==> src/shared/adc_port_pkg.sv <==
package adc_port_pkg;
    // Width of one converted sample word.
    localparam int SAMPLE_BITS = 10;
    // Sample clocks from the sampling edge to the word on the pins.
    localparam int PIPELINE_LATENCY = 6;
    // Depth of the word buffer in the data path.
    localparam int BUFFER_DEPTH = 16;
    // Aperture delay in picoseconds and in mclk cycles (at least one cycle).
    localparam int APERTURE_DELAY_PS = 1000;
    localparam int MCLK_PERIOD_PS = 4000;
    localparam int APERTURE_CYCLES_RAW = (APERTURE_DELAY_PS + MCLK_PERIOD_PS - 1) / MCLK_PERIOD_PS;
    localparam int APERTURE_CYCLES = (APERTURE_CYCLES_RAW < 1) ? 1 : APERTURE_CYCLES_RAW;
    // Register offsets on the plain register port.
    localparam logic [3:0] REG_CONTROL = 4'h0;
    localparam logic [3:0] REG_STATUS = 4'h4;
    localparam logic [3:0] REG_LAST_CODE = 4'h8;
    // Control register field positions and reset value.
    localparam int CTRL_OUT_ENABLE_BIT = 0;
    localparam int CTRL_REF_SELECT_BIT = 1;
    localparam int CTRL_BIAS_LO_BIT = 2;
    localparam int CTRL_BIAS_HI_BIT = 3;
    localparam logic [3:0] CONTROL_RESET = 4'hD;
    // Bias level encodings, high select bit first.
    typedef enum logic [1:0] {
        BIAS_SLEEP = 2'b00,
        BIAS_REDUCED = 2'b01,
        BIAS_INCREASED = 2'b10,
        BIAS_TYPICAL = 2'b11
    } bias_level_t;
    // Sampler state machine.
    typedef enum logic [1:0] {
        SMP_IDLE = 2'b00,
        SMP_APERTURE = 2'b01,
        SMP_CAPTURE = 2'b10
    } sampler_state_t;
endpackage

==> src/hdl/sample_fifo.sv <==
`timescale 1ns/10ps
module sample_fifo #(
    parameter int WIDTH = 10,
    parameter int DEPTH = 16
) (
    // Clock and reset.
    input wire logic mclk,
    input wire logic rst_n,
    // Filling side.
    input wire logic inValid,
    output logic inReady,
    input wire logic [WIDTH-1:0] inData,
    // Draining side.
    output logic outValid,
    input wire logic outReady,
    output logic [WIDTH-1:0] outData
);
    localparam int AW = $clog2(DEPTH);

    logic [WIDTH-1:0] mem [DEPTH];
    logic [AW-1:0] wrPtr;
    logic [AW-1:0] rdPtr;
    logic [AW:0] count;
    logic doWrite;
    logic doRead;

    ////////////////////////////////////////////////////////////////////////////
    // Handshakes on each side.
    assign doWrite = inValid && inReady;
    assign doRead = outValid && outReady;
    assign inReady = (count != (AW+1)'(DEPTH));
    assign outValid = (count != '0);
    assign outData = mem[rdPtr];

    // Storage write.
    always_ff @(posedge mclk) begin
        if (doWrite) begin
            mem[wrPtr] <= inData;
        end
    end

    // Pointers and fill count.
    always_ff @(posedge mclk or negedge rst_n) begin
        if (!rst_n) begin
            wrPtr <= '0;
            rdPtr <= '0;
            count <= '0;
        end else begin
            if (doWrite) begin
                wrPtr <= (wrPtr == AW'(DEPTH - 1)) ? '0 : wrPtr + AW'(1);
            end
            if (doRead) begin
                rdPtr <= (rdPtr == AW'(DEPTH - 1)) ? '0 : rdPtr + AW'(1);
            end
            count <= count + (AW+1)'(doWrite) - (AW+1)'(doRead);
        end
    end

    // The buffer never overflows or underflows.
    a_fifo_bounds: assert property (@(posedge mclk) disable iff (!rst_n)
        count <= (AW+1)'(DEPTH)) else $error("fifo count above depth");
endmodule // sample_fifo

==> src/hdl/adc_digital_port.sv <==
// Local design decisions: the placing of the registers and strobed register access.
`timescale 1ns/10ps
// Functional notes
// - Ref select one: external reference, internal off.
// - Ref select zero: on-chip reference sets range.
// - Sample on falling clock, after aperture delay.
// - Offset binary: negative full scale all zeros.
// - Word appears six sample clocks after sampling.
// - Output enable high drives, low floats.
// - Bias: 00 sleep, 01 -12.5%, 10 +12.5%, 11 typical.
// - Ten bits, MSB on highest pin.
module adc_digital_port
    import adc_port_pkg::*;
#(
    parameter int WIDTH = SAMPLE_BITS,
    parameter int LATENCY = PIPELINE_LATENCY,
    parameter int DEPTH = BUFFER_DEPTH
) (
    // Clock and reset.
    input wire logic mclk,
    input wire logic rst_n,
    // Sample clock from the capture logic, synchronous to mclk.
    input wire logic sampleClock,
    // Signed quantiser result, two's complement, taken at the capture moment.
    input wire logic [WIDTH-1:0] quantizerCode,
    // Register port.
    input wire logic [3:0] regAddr,
    input wire logic [31:0] regWriteData,
    input wire logic regWrite,
    input wire logic regRead,
    output logic [31:0] regReadData,
    // Data pins.
    output logic [WIDTH-1:0] sample_code_out,
    output logic sampleCodeOutEnable,
    // Analog control outputs and the pin word strobe.
    output logic internalRefEnable,
    output logic externalRefSelected,
    output logic [1:0] biasLevel,
    output logic sleepMode,
    output logic sampleStrobe
);
    logic [3:0] control;
    logic reference_source_select;
    logic bias_level_select_lo;
    logic bias_level_select_hi;
    logic outEnable;
    logic clockPrev;
    logic fallEdge;
    logic riseEdge;
    sampler_state_t smpState;
    logic [3:0] apertureCount;
    logic captureNow;
    logic [WIDTH-1:0] offsetCode;
    logic [WIDTH-1:0] pipe [LATENCY];
    logic [LATENCY-1:0] pipeValid;
    logic fifoInReady;
    logic fifoOutValid;
    logic [WIDTH-1:0] fifoOutData;
    logic [WIDTH-1:0] lastCode;
    logic overrun;
    logic drain;
    logic next_sleep;

    ////////////////////////////////////////////////////////////////////////////
    // Control register fields.
    assign outEnable = control[CTRL_OUT_ENABLE_BIT];
    assign reference_source_select = control[CTRL_REF_SELECT_BIT];
    assign bias_level_select_lo = control[CTRL_BIAS_LO_BIT];
    assign bias_level_select_hi = control[CTRL_BIAS_HI_BIT];

    // Register writes.
    always_ff @(posedge mclk or negedge rst_n) begin
        if (!rst_n) begin
            control <= CONTROL_RESET;
        end else if (regWrite && regAddr == REG_CONTROL) begin
            control <= regWriteData[3:0];
        end
    end

    // Register reads; data stand only in the cycle after the strobe.
    always_ff @(posedge mclk or negedge rst_n) begin
        if (!rst_n) begin
            regReadData <= 32'h0000_0000;
        end else if (regRead) begin
            case (regAddr)
                REG_CONTROL: regReadData <= {28'h000_0000, control};
                REG_STATUS: regReadData <= {28'h000_0000, sleepMode, overrun, fifoOutValid, !fifoInReady};
                REG_LAST_CODE: regReadData <= {{(32-WIDTH){1'b0}}, lastCode};
                default: regReadData <= 32'h0000_0000;
            endcase
        end else begin
            regReadData <= 32'h0000_0000;
        end
    end

    ////////////////////////////////////////////////////////////////////////////
    // Reference and bias decode, registered onto the pins.
    assign next_sleep = ({bias_level_select_hi, bias_level_select_lo} == BIAS_SLEEP);
    always_ff @(posedge mclk or negedge rst_n) begin
        if (!rst_n) begin
            internalRefEnable <= 1'b1;
            externalRefSelected <= 1'b0;
            biasLevel <= BIAS_TYPICAL;
            sleepMode <= 1'b0;
        end else begin
            externalRefSelected <= reference_source_select;
            internalRefEnable <= !reference_source_select;
            biasLevel <= {bias_level_select_hi, bias_level_select_lo};
            sleepMode <= next_sleep;
        end
    end

    ////////////////////////////////////////////////////////////////////////////
    // Sample clock edge detection.
    always_ff @(posedge mclk or negedge rst_n) begin
        if (!rst_n) begin
            clockPrev <= 1'b1; // Matches the idle-high sample clock, so no false edge follows reset.
        end else begin
            clockPrev <= sampleClock;
        end
    end
    assign fallEdge = clockPrev && !sampleClock;
    assign riseEdge = !clockPrev && sampleClock;

    // Aperture delay after each falling edge, then one capture. Sleep stops sampling.
    always_ff @(posedge mclk or negedge rst_n) begin
        if (!rst_n) begin
            smpState <= SMP_IDLE;
            apertureCount <= 4'h0;
        end else begin
            case (smpState)
                SMP_IDLE: begin
                    if (fallEdge && !sleepMode) begin
                        smpState <= (APERTURE_CYCLES > 1) ? SMP_APERTURE : SMP_CAPTURE;
                        apertureCount <= 4'(APERTURE_CYCLES - 1);
                    end
                end
                SMP_APERTURE: begin
                    apertureCount <= apertureCount - 4'h1;
                    if (apertureCount == 4'h1) begin
                        smpState <= SMP_CAPTURE;
                    end
                end
                SMP_CAPTURE: begin
                    smpState <= SMP_IDLE;
                end
                default: smpState <= SMP_IDLE;
            endcase
        end
    end
    assign captureNow = (smpState == SMP_CAPTURE);

    // Offset binary: flip the sign bit of the two's complement result.
    assign offsetCode = {~quantizerCode[WIDTH-1], quantizerCode[WIDTH-2:0]};

    ////////////////////////////////////////////////////////////////////////////
    // Pipeline advanced on every falling sample edge; a word leaves after LATENCY edges.
    always_ff @(posedge mclk or negedge rst_n) begin
        if (!rst_n) begin
            pipeValid <= '0;
            for (int i = 0; i < LATENCY; i++) begin
                pipe[i] <= '0;
            end
        end else begin
            if (captureNow) begin
                pipe[0] <= offsetCode;
                pipeValid[0] <= 1'b1;
            end
            if (fallEdge) begin
                for (int i = 1; i < LATENCY; i++) begin
                    pipe[i] <= pipe[i-1];
                    pipeValid[i] <= pipeValid[i-1];
                end
                if (!captureNow) begin
                    pipeValid[0] <= 1'b0;
                end
            end
        end
    end

    // Words leaving the pipeline are buffered; overrun is flagged sticky when full.
    sample_fifo #(
        .WIDTH(WIDTH),
        .DEPTH(DEPTH)
    ) sample_fifo_i (
        .mclk(mclk),
        .rst_n(rst_n),
        .inValid(fallEdge && pipeValid[LATENCY-1]),
        .inReady(fifoInReady),
        .inData(pipe[LATENCY-1]),
        .outValid(fifoOutValid),
        .outReady(drain),
        .outData(fifoOutData)
    );

    // The pin stage drains one word per rising sample edge.
    assign drain = riseEdge;

    always_ff @(posedge mclk or negedge rst_n) begin
        if (!rst_n) begin
            overrun <= 1'b0;
        end else if (fallEdge && pipeValid[LATENCY-1] && !fifoInReady) begin
            overrun <= 1'b1;
        end else if (regWrite && regAddr == REG_STATUS && regWriteData[2]) begin
            overrun <= 1'b0;
        end
    end

    ////////////////////////////////////////////////////////////////////////////
    // Data pins, MSB on the highest bit, driven only while enabled.
    always_ff @(posedge mclk or negedge rst_n) begin
        if (!rst_n) begin
            sample_code_out <= '0;
            lastCode <= '0;
            sampleStrobe <= 1'b0;
            sampleCodeOutEnable <= 1'b0;
        end else begin
            sampleCodeOutEnable <= outEnable;
            sampleStrobe <= drain && fifoOutValid;
            if (drain && fifoOutValid) begin
                sample_code_out <= fifoOutData;
                lastCode <= fifoOutData;
            end
        end
    end

    ////////////////////////////////////////////////////////////////////////////
    // Checks.
    a_ref_select: assert property (@(posedge mclk) disable iff (!rst_n)
        ##1 internalRefEnable == !$past(reference_source_select)) else $error("ref select");
    a_ref_internal: assert property (@(posedge mclk) disable iff (!rst_n)
        !reference_source_select |=> internalRefEnable && !externalRefSelected) else $error("internal ref");
    a_capture_after_fall: assert property (@(posedge mclk) disable iff (!rst_n)
        captureNow |-> $past(fallEdge, APERTURE_CYCLES)) else $error("capture not after fall");
    a_offset_binary: assert property (@(posedge mclk) disable iff (!rst_n)
        offsetCode[WIDTH-1] != quantizerCode[WIDTH-1]) else $error("offset code");
    a_pipe_shift: assert property (@(posedge mclk) disable iff (!rst_n)
        fallEdge |=> pipe[LATENCY-1] == $past(pipe[LATENCY-2])) else $error("pipeline shift");
    a_oe_follow: assert property (@(posedge mclk) disable iff (!rst_n)
        $changed(outEnable) |=> sampleCodeOutEnable == $past(outEnable)) else $error("output enable");
    a_bias_sleep: assert property (@(posedge mclk) disable iff (!rst_n)
        sleepMode == (biasLevel == BIAS_SLEEP)) else $error("bias decode");
    a_pin_word: assert property (@(posedge mclk) disable iff (!rst_n)
        sampleStrobe |-> sample_code_out == $past(fifoOutData) && lastCode == sample_code_out)
        else $error("pin word");
    a_sleep_no_sample: assert property (@(posedge mclk) disable iff (!rst_n)
        sleepMode && smpState == SMP_IDLE |=> smpState != SMP_CAPTURE) else $error("sampling in sleep");

    ////////////////////////////////////////////////////////////////////////////
    // Further checks on the sampler, the pipeline and the register port.

    // Selecting the external reference powers the internal one down on the next edge.
    a_reference_source_select_on: assert property (@(posedge mclk) disable iff (!rst_n)
        reference_source_select |=> externalRefSelected && !internalRefEnable)
        else $error("external ref");

    // A capture lasts exactly one cycle, so each falling edge yields at most one sample.
    a_capture_single: assert property (@(posedge mclk) disable iff (!rst_n)
        captureNow |=> !captureNow) else $error("capture longer than one cycle");

    // The first pipeline stage takes the offset binary word of the capture cycle.
    a_pipe_entry: assert property (@(posedge mclk) disable iff (!rst_n)
        captureNow |=> pipe[0] == $past(offsetCode) && pipeValid[0]) else $error("pipe entry");

    // Pin words are single-cycle strobes, since drains follow rising edges only.
    a_strobe_pulse: assert property (@(posedge mclk) disable iff (!rst_n)
        sampleStrobe |=> !sampleStrobe) else $error("strobe longer than one cycle");

    // The pins only change together with a strobe.
    a_pins_steady: assert property (@(posedge mclk) disable iff (!rst_n)
        !sampleStrobe |-> $stable(sample_code_out)) else $error("pins moved without strobe");

    // Read data stand for one cycle after a read and are zero otherwise.
    a_read_idle: assert property (@(posedge mclk) disable iff (!rst_n)
        !regRead |=> regReadData == 32'h0000_0000) else $error("read data outside window");

    // The overrun flag stays set until software clears it.
    a_overrun_hold: assert property (@(posedge mclk) disable iff (!rst_n)
        overrun && !(regWrite && regAddr == REG_STATUS && regWriteData[2]) |=> overrun)
        else $error("overrun dropped");

    // Sleep reaches the pin outputs one edge after the bias fields select it.
    a_sleep_decode: assert property (@(posedge mclk) disable iff (!rst_n)
        next_sleep |=> sleepMode && biasLevel == BIAS_SLEEP) else $error("sleep decode");

    c_capture: cover property (@(posedge mclk) disable iff (!rst_n) captureNow);
    c_output_word: cover property (@(posedge mclk) disable iff (!rst_n) sampleStrobe);
    c_overrun: cover property (@(posedge mclk) disable iff (!rst_n) $rose(overrun));
    c_external_ref: cover property (@(posedge mclk) disable iff (!rst_n) externalRefSelected);
    c_sleep: cover property (@(posedge mclk) disable iff (!rst_n) sleepMode);
endmodule // adc_digital_port

==> config.mk <==
export PLATFORM = sky130hd
export DESIGN_NAME = adc_digital_port
export DESIGN_NICKNAME = d
export VERILOG_FILES = /design/src/shared/adc_port_pkg.sv /design/src/hdl/sample_fifo.sv /design/src/hdl/adc_digital_port.sv
export SDC_FILE = /design/constraint.sdc
export NUM_CORES = 1
export LEC_CHECK = 0
export BUFFER_PORTS_ARGS = -buffer_cell sky130_fd_sc_hd__buf_2
export CAP_MARGIN = 0
export CORE_ASPECT_RATIO = 0.5
export CORE_UTILIZATION = 42
export CTS_CLUSTER_DIAMETER = 100
export DETAILED_ROUTE_END_ITERATION = 7
export GPL_TIMING_DRIVEN = 1
export PLACE_DENSITY = 0.58
export REMOVE_ABC_BUFFERS = 1
export SYNTH_ARGS = -nofsm -noshare
export SYNTH_HDL_FRONTEND = slang
export SYNTH_HIERARCHICAL = 1
export SYNTH_SLANG_ARGS = --single-unit
==> constraint.sdc <==
create_clock -name mclk -period 6.5 [get_ports mclk]
set_clock_uncertainty 0.15 [all_clocks]
set_input_delay 0 -clock mclk [delete_from_list [all_inputs] [get_ports mclk]]
set_output_delay 0 -clock mclk [all_outputs]
set_load 0.05 [all_outputs]
==> summary.txt <==
Status
  • Status: completed

Pwr
  • PD cells: 413.3 nW/um2
  • Total power: 5.201 mW
  • IR drop worst, VDD: a little under 0.2 mV
  • LEAKAGE: 5.234 nW

Clocking
  • Worst skew pair latency: ~520 ps
  • CTS root buffer: clkbuf_16
  • Clock buffer count from CTS: 25
  • H-Tree Depth: 1
  • Max Root-Sink Buffers: 3
  • PostCTS Resize Cnt: 0
  • TritonCTS clock tree: done
  • TritonCTS sink count: 273
  • Reg clk slew, reported paths: 70 ps

Floorplanning
  • Ports: 100
  • Die area: 26750 um2
  • Core box area: roughly 25000 um2
  • Initial Util: 43.11%
  • Cell row count: 41
  • DIE HEIGHT: 116.2 um
  • Die width: 230.3 um

Flow run
  • Max-cap violations: 0

Setup path
  • Setup CP Type: reg -> reg
  • Arrival time at the worst endpoint: 3630 ps
  • Worst path required time: 6490 ps
  • CP endpoint kind: flip-flop
  • CP max stage delay: 1000 ps
  • Crit-path slowest cell: nor2_1
  • Critical-path cell list: nor2b_4 -> buf_4 -> and2_1 -> and2_1 -> nand2_1 -> nor2_1
  • CP dominant cell by count: and2_1
  • Critical Path Source Type: flip-flop
  • Max Fanout on Critical Path: 55

Global routing
  • First-pass GRT wire length: between 30 and 40 mm
  • Initial antenna violation count: 0
  • Pin count of the biggest net entering global routing: 79
  • Total grt overflow: 0
  • GRT Total Usage: about 16%
  • Number of global-route vias before repair: 5598

Logic synthesis
  • Seq/Total Area, Yosys: between 60% and 70%
  • Synth warnings: 6
  • Post-synthesis register bit count: 273
  • Mapped cell area: 10950 um2
  • Ys flop type: edfxtp_1
  • Number of synthesized flops with an enable pin: 160
  • Ys async rst share: between 40% and 50%
  • Post-Syn Instances: 744
  • Syn_area_per_cell: 14.71 um2
  • Count of different cell masters after synthesis: 50

STA
  • Setup tns final: 0 ps
  • Final number of max-transition violations: 0
  • Slew headroom: 16.12%
  • Min cycle time layout: 3643 ps
  • Unrepaired setup endpoints after global routing: no
  • Worst slew pin tran: 1254 ps
  • Fmax: around 270 MHz
  • Hold Fails Final Rpt: 0
  • Setup Viol. Count Final: 0
  • Period utilisation layout: 56.05%

Place
  • Area after DPL: ~11000 um2
  • Routability congestion estimate: about 0.74
  • DP HPWL: 12.50 mm
  • Port Buffers: between 40 and 50

Detailed routing
  • Vias: 5957
  • TritonRoute pass-1 iters: 4
  • Vias per Instance: 5.019
  • Remaining DRCs: 0
  • Antenna viol nets, final: 0
  • 1st-iter DRT viols: around 420
  • Drt wl/cell: 17.91 um
  • Aggregate routed wire length: 21.27 mm

Final layout
  • Nets: 887
  • Area growth syn-to-layout: 14.96%
  • Layout cell share with drive strength beyond 1: between 10% and 20%
  • Final Cell Area: 12580 um2
  • Diodes inserted: 0
  • Commonest non-fill, non-tap cell in the layout: nand2_1
  • Commonest non-fill, non-tap cells in the layout: 180 x nand2_1, 160 x edfxtp_1, 105 x dfrtp_1

Worst hold path
  • Hold Crit Class: in -> reg
-- final cells by class --
class | instances | area, um2
clock buffer | 37 | 690.7
clock inverter | 9 | 120.1
fill | 2171 | 12810
inverter | 16 | 60.06
multi-input combinational | 419 | 2993
sequential | 273 | 7645
tap | 344 | 430.4
timing repair buffer | 89 | 645.6
-- sequential cells by signal (all words and copies together), names as in the netlist, 2 cells and up --
signal and cells:
sample_fifo_i/mem 160, pipe 60, lastCode 10, regReadData 10
pipeValid 6, sample_fifo_i/count 5, control 4, sample_fifo_i/rdPtr 4
sample_fifo_i/wrPtr 4, biasLevel 2
-- synthesized netlist by cell type, types with 2 or more instances --
library cell / number / share of area (%)
nand2_1: 180 / 6.2
edfxtp_1: 160 / 44
dfrtp_1: 106 / 24
mux2i_1: 41 / 3.7
buf_4: 28 / 1.9
a221oi_1: 20 / 1.6
mux4_2: 20 / 4.1
clkbuf_1: 15 / 0.51
inv_1: 15 / 0.51
mux2_4: 15 / 2.1
o21ai_0: 14 / 0.64
and2_1: 12 / 0.69
buf_2: 12 / 0.55
ha_1: 11 / 1.3
a22oi_1: 10 / 0.69
mux2_2: 9 / 0.93
and3_1: 8 / 0.46
nor2_1: 8 / 0.27
dfstp_2: 7 / 1.7
nand3_1: 5 / 0.23
a222oi_1: 4 / 0.37
nor2b_1: 4 / 0.23
xnor2_1: 4 / 0.32
a21o_1: 3 / 0.21
a21oi_1: 3 / 0.14
and4_1: 3 / 0.24
buf_6: 2 / 0.21
nor3_1: 2 / 0.091
xor2_1: 2 / 0.16
-- power by group --
part	switching, mW	internal (mW)	total (mW)
logic	0.724	0.554	1.28
registers	0.326	2.13	2.46
clock network	0.610	0.855	1.46
-- critical path, delay by kind of cell, from the launching register on --
kind | cells | cell delay [ps]
and+or+nand+nor | 5 | 2090
DFF | 1 | 560
buffers and inverters | 1 | 460
-- worst paths after layout --
kind	startpoint	to	slack, ps	cells past startpoint
worst max-delay path	clockPrev	sample_fifo_i/mem[15][9]	2860	6
worst min-delay path	quantizerCode[9]	pipe[59]	30	3
worst max register to register	clockPrev	sample_fifo_i/mem[15][9]	2860	6
worst min register to register	control[2]	biasLevel[0]	240	0
max in group asynchronous	rst_n	control[1]	4780	4
min in group asynchronous	rst_n	biasLevel[0]	460	3
-- logic make-up after synthesis --
logic type / share of synthesized area [%]
buf+inv: 3.737
xor+xnor: 0.4801
flops: 69.80
fa+ha+maj: 1.440
mux: 10.95
simple gates: 9.555
other cells: 0.03426
compound gates: 4.001
-- metal layers --
| metal | global-route usage, % | wire [um] | vias up |
|---|---|---|---|
| met5 | 0 | 0 | - |
| met4 | 4.415 | 453 | 0 |
| met3 | 2.417 | 729 | 27 |
| met2 | 24.40 | 9515 | 96 |
| met1 | 24.81 | 10570 | 3032 |
| li1 | - | - | 2802 |
-- metrics by stage --
step / instances / setup WS, ps / util [%] / hold slack, ps
6_report: 1187 / 2857 / 49.56 / 33.98
5_1_grt: 1187 / 2602 / 49.56 / 17.31
4_1_cts: 1187 / 2846 / 49.56 / 8.355
3_5_place_dp: 1106 / 2879 / 44.95 / -165.8
3_3_place_gp: 1106 / 2922 / 44.95 / -170.6
2_1_floorplan: 708 / 1933 / - / -445.6
-- timing repair --
action	CTS	global route
endpoints found under the setup margin	0	0
hold buffers	35	0
endpoints found under the hold margin	103	0
setup buffers	0	0
(Power assumes the default switching activity.)
